$ cat src/rtl/quad_dac_pkg.sv
package quad_dac_pkg;
  localparam int unsigned CHANNELS = 4;
  localparam int unsigned CODE_W = 8;
  localparam int unsigned FRAME_BITS = 12;
  localparam int unsigned CNT_W = 4;
  localparam int unsigned ADDR_W = 2;
  // Frame layout, first shifted bit is the top index
  localparam int unsigned CHANNEL_SELECT_HI = 11;
  localparam int unsigned CHANNEL_SELECT_LO = 10;
  localparam int unsigned SHUTDOWN_ALL_CHANNELS_BIT = 9;
  localparam int unsigned SHUTDOWN_SELECTED_CHANNEL_BIT = 8;
  localparam int unsigned DATA_MSB = 7;
  localparam int unsigned DATA_LSB = 0;
  localparam logic CMD_ACTIVE = 1'b0;
  localparam logic [CNT_W-1:0] CNT_FULL = 4'hC;
  localparam logic [CNT_W-1:0] CNT_ZERO = 4'h0;
  localparam logic [CNT_W-1:0] CNT_ONE = 4'h1;
  localparam logic [CODE_W-1:0] CODE_ZERO = 8'h00;
  localparam logic [ADDR_W-1:0] CH_A = 2'h0;
  localparam logic [ADDR_W-1:0] CH_B = 2'h1;
  localparam logic [ADDR_W-1:0] CH_C = 2'h2;
  localparam logic [ADDR_W-1:0] CH_D = 2'h3;
  localparam int unsigned SYNC_W = 6;
  // Synchroniser reset: chip select and clear rest at their idle high level
  localparam logic [SYNC_W-1:0] SYNC_RST = 6'h12;
  localparam logic CS_IDLE = 1'b1;
endpackage : quad_dac_pkg

$ cat src/rtl/quad_dac_serial_load_control.sv
`timescale 1ns/10ps
module quad_dac_serial_load_control (
  input wire logic clk_in,
  input wire logic rst_n_in,
  input wire logic sclk_in,
  input wire logic cs_n_in,
  input wire logic serial_in_shutdown_pin_in,
  input wire logic hardware_power_down_in,
  input wire logic async_clear_n_in,
  input wire logic converter_load_strobe_n_in,
  output logic [quad_dac_pkg::CODE_W-1:0] code_a_out,
  output logic [quad_dac_pkg::CODE_W-1:0] code_b_out,
  output logic [quad_dac_pkg::CODE_W-1:0] code_c_out,
  output logic [quad_dac_pkg::CODE_W-1:0] code_d_out,
  output logic [quad_dac_pkg::CHANNELS-1:0] channel_drive_en_out
);
  typedef logic [quad_dac_pkg::CHANNELS-1:0][quad_dac_pkg::CODE_W-1:0] bank_t;

  typedef struct packed {
    logic sclk_prev;
    logic cs_n_prev;
    logic [quad_dac_pkg::FRAME_BITS-1:0] shift;
    logic [quad_dac_pkg::CNT_W-1:0] cnt;
    bank_t in_reg;
    bank_t conv_reg;
    logic [quad_dac_pkg::CHANNELS-1:0] sw_down;
    logic [quad_dac_pkg::CHANNELS-1:0] drive_en;
  } state_s;

  state_s q;
  state_s d;

  logic [quad_dac_pkg::SYNC_W-1:0] pins;
  logic s_sclk;
  logic s_cs_n;
  logic s_ser_data;
  logic s_hw_down;
  logic s_clear_n;
  logic s_load_n;
  logic sclk_rise;
  logic cs_rise;
  logic frame_ok;
  logic [quad_dac_pkg::ADDR_W-1:0] frame_addr;
  logic shutdown_all_channels_bit;
  logic shutdown_selected_channel_bit;

  pin_sync #(
    .W(quad_dac_pkg::SYNC_W),
    .RST_VAL(quad_dac_pkg::SYNC_RST)
  ) u_pin_sync (
    .clk_in(clk_in),
    .rst_n_in(rst_n_in),
    .async_in({sclk_in, cs_n_in, serial_in_shutdown_pin_in, hardware_power_down_in,
      async_clear_n_in, converter_load_strobe_n_in}),
    .sync_out(pins)
  );

  assign {s_sclk, s_cs_n, s_ser_data, s_hw_down, s_clear_n, s_load_n} = pins;
  assign sclk_rise = s_sclk & ~q.sclk_prev;
  assign cs_rise = s_cs_n & ~q.cs_n_prev;
  assign frame_ok = (q.cnt == quad_dac_pkg::CNT_FULL);
  // Field split of the received word
  assign frame_addr = q.shift[quad_dac_pkg::CHANNEL_SELECT_HI:quad_dac_pkg::CHANNEL_SELECT_LO];
  assign shutdown_all_channels_bit = q.shift[quad_dac_pkg::SHUTDOWN_ALL_CHANNELS_BIT];
  assign shutdown_selected_channel_bit = q.shift[quad_dac_pkg::SHUTDOWN_SELECTED_CHANNEL_BIT];

  always_comb
  begin
    d = q;
    d.sclk_prev = s_sclk;
    d.cs_n_prev = s_cs_n;
    if (sclk_rise && !s_cs_n)
    begin
      d.shift = {q.shift[quad_dac_pkg::FRAME_BITS-2:0], s_ser_data};
      if (q.cnt != quad_dac_pkg::CNT_FULL)
      begin
        d.cnt = q.cnt + quad_dac_pkg::CNT_ONE;
      end
    end
    if (cs_rise)
    begin
      d.cnt = quad_dac_pkg::CNT_ZERO;
      if (frame_ok)
      begin
        d.in_reg[frame_addr] = q.shift[quad_dac_pkg::DATA_MSB:quad_dac_pkg::DATA_LSB];
        if (shutdown_all_channels_bit == quad_dac_pkg::CMD_ACTIVE)
        begin
          d.sw_down = '1;
        end
        else if (shutdown_selected_channel_bit == quad_dac_pkg::CMD_ACTIVE)
        begin
          d.sw_down[frame_addr] = 1'b1;
        end
        else
        begin
          d.sw_down[frame_addr] = 1'b0;
        end
      end
    end
    if (!s_load_n)
    begin
      d.conv_reg = d.in_reg;
    end
    if (!s_clear_n)
    begin
      d.in_reg = '0;
      d.conv_reg = '0;
    end
    d.drive_en = ~(d.sw_down | {quad_dac_pkg::CHANNELS{s_hw_down}});
  end

  always_ff @(posedge clk_in or negedge rst_n_in)
  begin
    if (!rst_n_in)
    begin
      q <= '0;
      q.cs_n_prev <= quad_dac_pkg::CS_IDLE;
    end
    else
    begin
      q <= d;
    end
  end

  // Codes drive the ladders directly
  assign code_a_out = q.conv_reg[quad_dac_pkg::CH_A];
  assign code_b_out = q.conv_reg[quad_dac_pkg::CH_B];
  assign code_c_out = q.conv_reg[quad_dac_pkg::CH_C];
  assign code_d_out = q.conv_reg[quad_dac_pkg::CH_D];
  assign channel_drive_en_out = q.drive_en;
endmodule : quad_dac_serial_load_control

$ cat src/rtl/pin_sync.sv
`timescale 1ns/10ps
module pin_sync #(
  parameter int unsigned W = 1,
  parameter logic [W-1:0] RST_VAL = '0
) (
  input wire logic clk_in,
  input wire logic rst_n_in,
  input wire logic [W-1:0] async_in,
  output logic [W-1:0] sync_out
);
  typedef struct packed {
    logic [W-1:0] meta;
    logic [W-1:0] stable;
  } sync_s;

  sync_s q;
  sync_s d;

  // Two flops per pin
  always_comb
  begin
    d.meta = async_in;
    d.stable = q.meta;
  end

  always_ff @(posedge clk_in or negedge rst_n_in)
  begin
    if (!rst_n_in)
    begin
      q <= {RST_VAL, RST_VAL};
    end
    else
    begin
      q <= d;
    end
  end

  assign sync_out = q.stable;
endmodule : pin_sync

$ cat config.mk
export PLATFORM = sky130hd
export DESIGN_NAME = quad_dac_serial_load_control
export DESIGN_NICKNAME = d
export VERILOG_FILES = /design/src/rtl/quad_dac_pkg.sv /design/src/rtl/quad_dac_serial_load_control.sv /design/src/rtl/pin_sync.sv
export SDC_FILE = /design/constraint.sdc
export NUM_CORES = 1
export LEC_CHECK = 0
export ABC_CLOCK_PERIOD_IN_PS = 2100
export BUFFER_PORTS_ARGS = -buffer_cell sky130_fd_sc_hd__buf_2
export CAP_MARGIN = 20
export CORE_ASPECT_RATIO = 0.9
export CORE_UTILIZATION = 25
export DETAILED_ROUTE_END_ITERATION = 6
export PLACE_DENSITY = 0.39
export SLEW_MARGIN = 10
export SYNTH_ARGS = -nofsm -noshare
export SYNTH_HDL_FRONTEND = slang
export SYNTH_SLANG_ARGS = --single-unit
$ cat constraint.sdc
create_clock -name clk_in -period 2.1 [get_ports clk_in]
set_input_delay 0.21 -clock clk_in [delete_from_list [all_inputs] [get_ports clk_in]]
set_output_delay 0.21 -clock clk_in [all_outputs]
set_load 0.02 [all_outputs]
==> results.json <==
{
  "synth_compound_area_frac": 0.209,
  "synth_fa_ha_area_frac": 0.00561,
  "drtPass1Iterations": 4,
  "yosysSeqAreaShare": 0.574,
  "min_period_ns": 1.70,
  "clk_latency_ns": 0.35,
  "relSlewSlack": 0.605,
  "tightest_slew_ns": 0.593,
  "setup_viol": 0,
  "highest_layer": "met4",
  "tns_ns": 0,
  "arrival_ns": 1.92,
  "maxCapViolCount": 0,
  "final_hold_viol_count": 0,
  "cp_max_fo": 13,
  "drt.antenna.violating_nets": 0,
  "power.density_nw_per_um2": 837,
  "n_antenna_cell": 0,
  "synth_edf_count": 0,
  "ir_worst_vdd_uv": 398,
  "fin_nets": 437,
  "route.detailed.drc": 0,
  "wl_met2_um": 4860,
  "synth-xor-area-share": 0,
  "hold_class": "flop to flop",
  "grt_max_degree": 50,
  "yosysWarnings": 0,
  "hold_start": "u_pin_sync.d[2]$_DFF_PN0_",
  "fill_cells": 1834,
  "port_buffers": 43,
  "cts_root_buf": "clkbuf_16",
  "drive_above_1_share": 0.204,
  "core_area_um2": 17200,
  "cts_buffers": 9,
  "die_y_um": 129,
  "synth_top_family_by_area": "compound AO/OA/AOI/OAI gates",
  "met3_length_um": 278,
  "fin_crit_sh": 0.808,
  "crit_required_ns": 2.33,
  "cts_tree": "yes",
  "post-cts-setup-buffer-count": 0,
  "postCtsResizedCells": 0,
  "synth-main-ff-cell": "dfrtp_1",
  "synthCells": 420,
  "std_cell_rows": 45,
  "cp-start-kind": "flop",
  "async_flop_share": 1.00,
  "path_clk_slew_ns": 0.07,
  "synth.top_cell.area_share": 0.544,
  "fmax_ghz": 0.590,
  "drv_slew": 0,
  "cts.path.max_buffers": 2,
  "wl_met1_um": 5520,
  "netlist-cell-type-count": 38,
  "hpwlAfterDp_um": 7060,
  "muxShareOfSynthArea": 0,
  "die_width_um": 143,
  "r2r_start": "frame_addr[1]$_DFFE_PN0P_",
  "finalNonFillerCells": 666,
  "synth_top_cells_by_count": "dfrtp_1, o21ai_0, nand3_1",
  "area_growth_pct": 13.7,
  "route.vias.total": 3044,
  "initial_core_util": 0.260,
  "htreeDepth": 3,
  "synthSimpleGateAreaFrac": 0.112,
  "place.gp.congestion": 0.733,
  "leakage_nw": 2.24,
  "grt_pass1_vias": 3132,
  "endpoint_kind": "flop",
  "synth.most_common_cell": "dfrtp_1",
  "grt_antenna_before_repair": 0,
  "drt_wl_total_um": 10800,
  "grt_overflow_total": 0,
  "clock-sinks": 102,
  "synth_seq_cells": 102,
  "fp.dieArea_um2": 18400,
  "syn_area_um2": 4460,
  "drt-initial-drc-count": 171,
  "dp.cells": 644,
  "yosys-top-cells-area": "dfrtp_1, o21ai_0, buf_4, a31oi_1, nand3_1",
  "yosys.area.top_type": "dfrtp_1",
  "grt_pass1_wl_um": 17700,
  "status": "complete, no violations",
  "syn_nets": 430,
  "via_per_inst": 4.57,
  "p_total_mw": 4.24,
  "cts_hold_buf": 7,
  "path_class": "flop to flop",
  "ios": 44,
  "gr-usage-all-layers": 0.129,
  "routedWlPerCell_um": 16.2,
  "synth_area_per_cell_um2": 10.6,
  "critPathLaunch": "frame_addr[1]$_DFFE_PN0P_",
  "rsz0062_at_grt": "false",
  "finalClockSkew_ns": 0.00681
}
## flip-flops by register name (all words and copies together) (netlist names)
signal and flops:
q 52, code_c_out 8, frame_addr 2, code_d_out 8, channel_drive_en_out 4, u_pin_sync.d 6
code_a_out 8, code_b_out 8, u_pin_sync.sync_out 6
## final cells by class
cell class	instances	area, um2	share of cell area
clock buffer	10	229	0.0452
clock inverter	5	75.1	0.0148
inverter	7	26.3	0.00518
multi-input combinational	243	1460	0.287
sequential	102	2560	0.505
tap	235	294	0.0580
timing repair buffer	64	430	0.0849
## path summary, 6_finish.rpt
path / endpoint / slack (ns) / depth (start not counted)
min: u_pin_sync.sync_out[2]$_DFF_PN0_ / 0.35 / 0
max: code_b_out[1]$_DFFE_PN0P_ / 0.40 / 3
min in group asynchronous: u_pin_sync.d[5]$_DFF_PN0_ / 0.41 / 2
max reg2reg: code_b_out[1]$_DFFE_PN0P_ / 0.40 / 3
max in group asynchronous: code_c_out[1]$_DFFE_PN0P_ / 1.02 / 3
min reg2reg: u_pin_sync.sync_out[2]$_DFF_PN0_ / 0.35 / 0
## per-stage QoR
stage,hold slack [ns],setup WS (ns),utilization,instance area [um2]
CTS,0.355,0.385,0.295,5070
floorplan,-0.0856,0.509,-,4460
finish,0.351,0.404,0.295,5070
detailed placement,0.269,0.391,0.273,4690
global route,0.362,0.228,0.295,5070
global placement,0.266,0.395,0.273,4690
## cell families after synthesis
kind of cell | after synthesis
buffers and inverters | 75
flip-flops | 102
AO/OA/AOI/OAI | 150
AND/OR/NAND/NOR | 91
adder cells (fa/ha/maj) | 2
## layout by cell type (no fill, tap or decap), types with 7 or more instances in the layout
master,n
dfrtp_1,97
nand3_1,39
clkbuf_16,9
a21boi_0,24
a31oi_1,36
dlygate4sd3_1,7
nand2_1,31
o21ai_2,8
a21boi_1,8
buf_4,12
buf_2,42
o21ai_0,61
## routing by layer
| metal | up-vias | global-route usage |
|---|---|---|
| met5 | - | 0 |
| met4 | 0 | 0.0398 |
| met3 | 10 | 0.0324 |
| met2 | 43 | 0.200 |
| met1 | 1514 | 0.175 |
| li1 | 1477 | - |
## report_power, final
part	total, mW	switching [mW]	leakage [nW]	internal (mW)
clock	1.75	0.717	0.152	1.03
sequential	2.19	0.132	1.35	2.05
combinational	0.307	0.193	0.733	0.114
## worst max-delay path: stages (launching register included)
cell and delay (ns):
dfrtp_1 0.53, nand4bb_1 0.52, o21ai_0 0.39, a31oi_1 0.13
(Power assumes the default switching activity.)
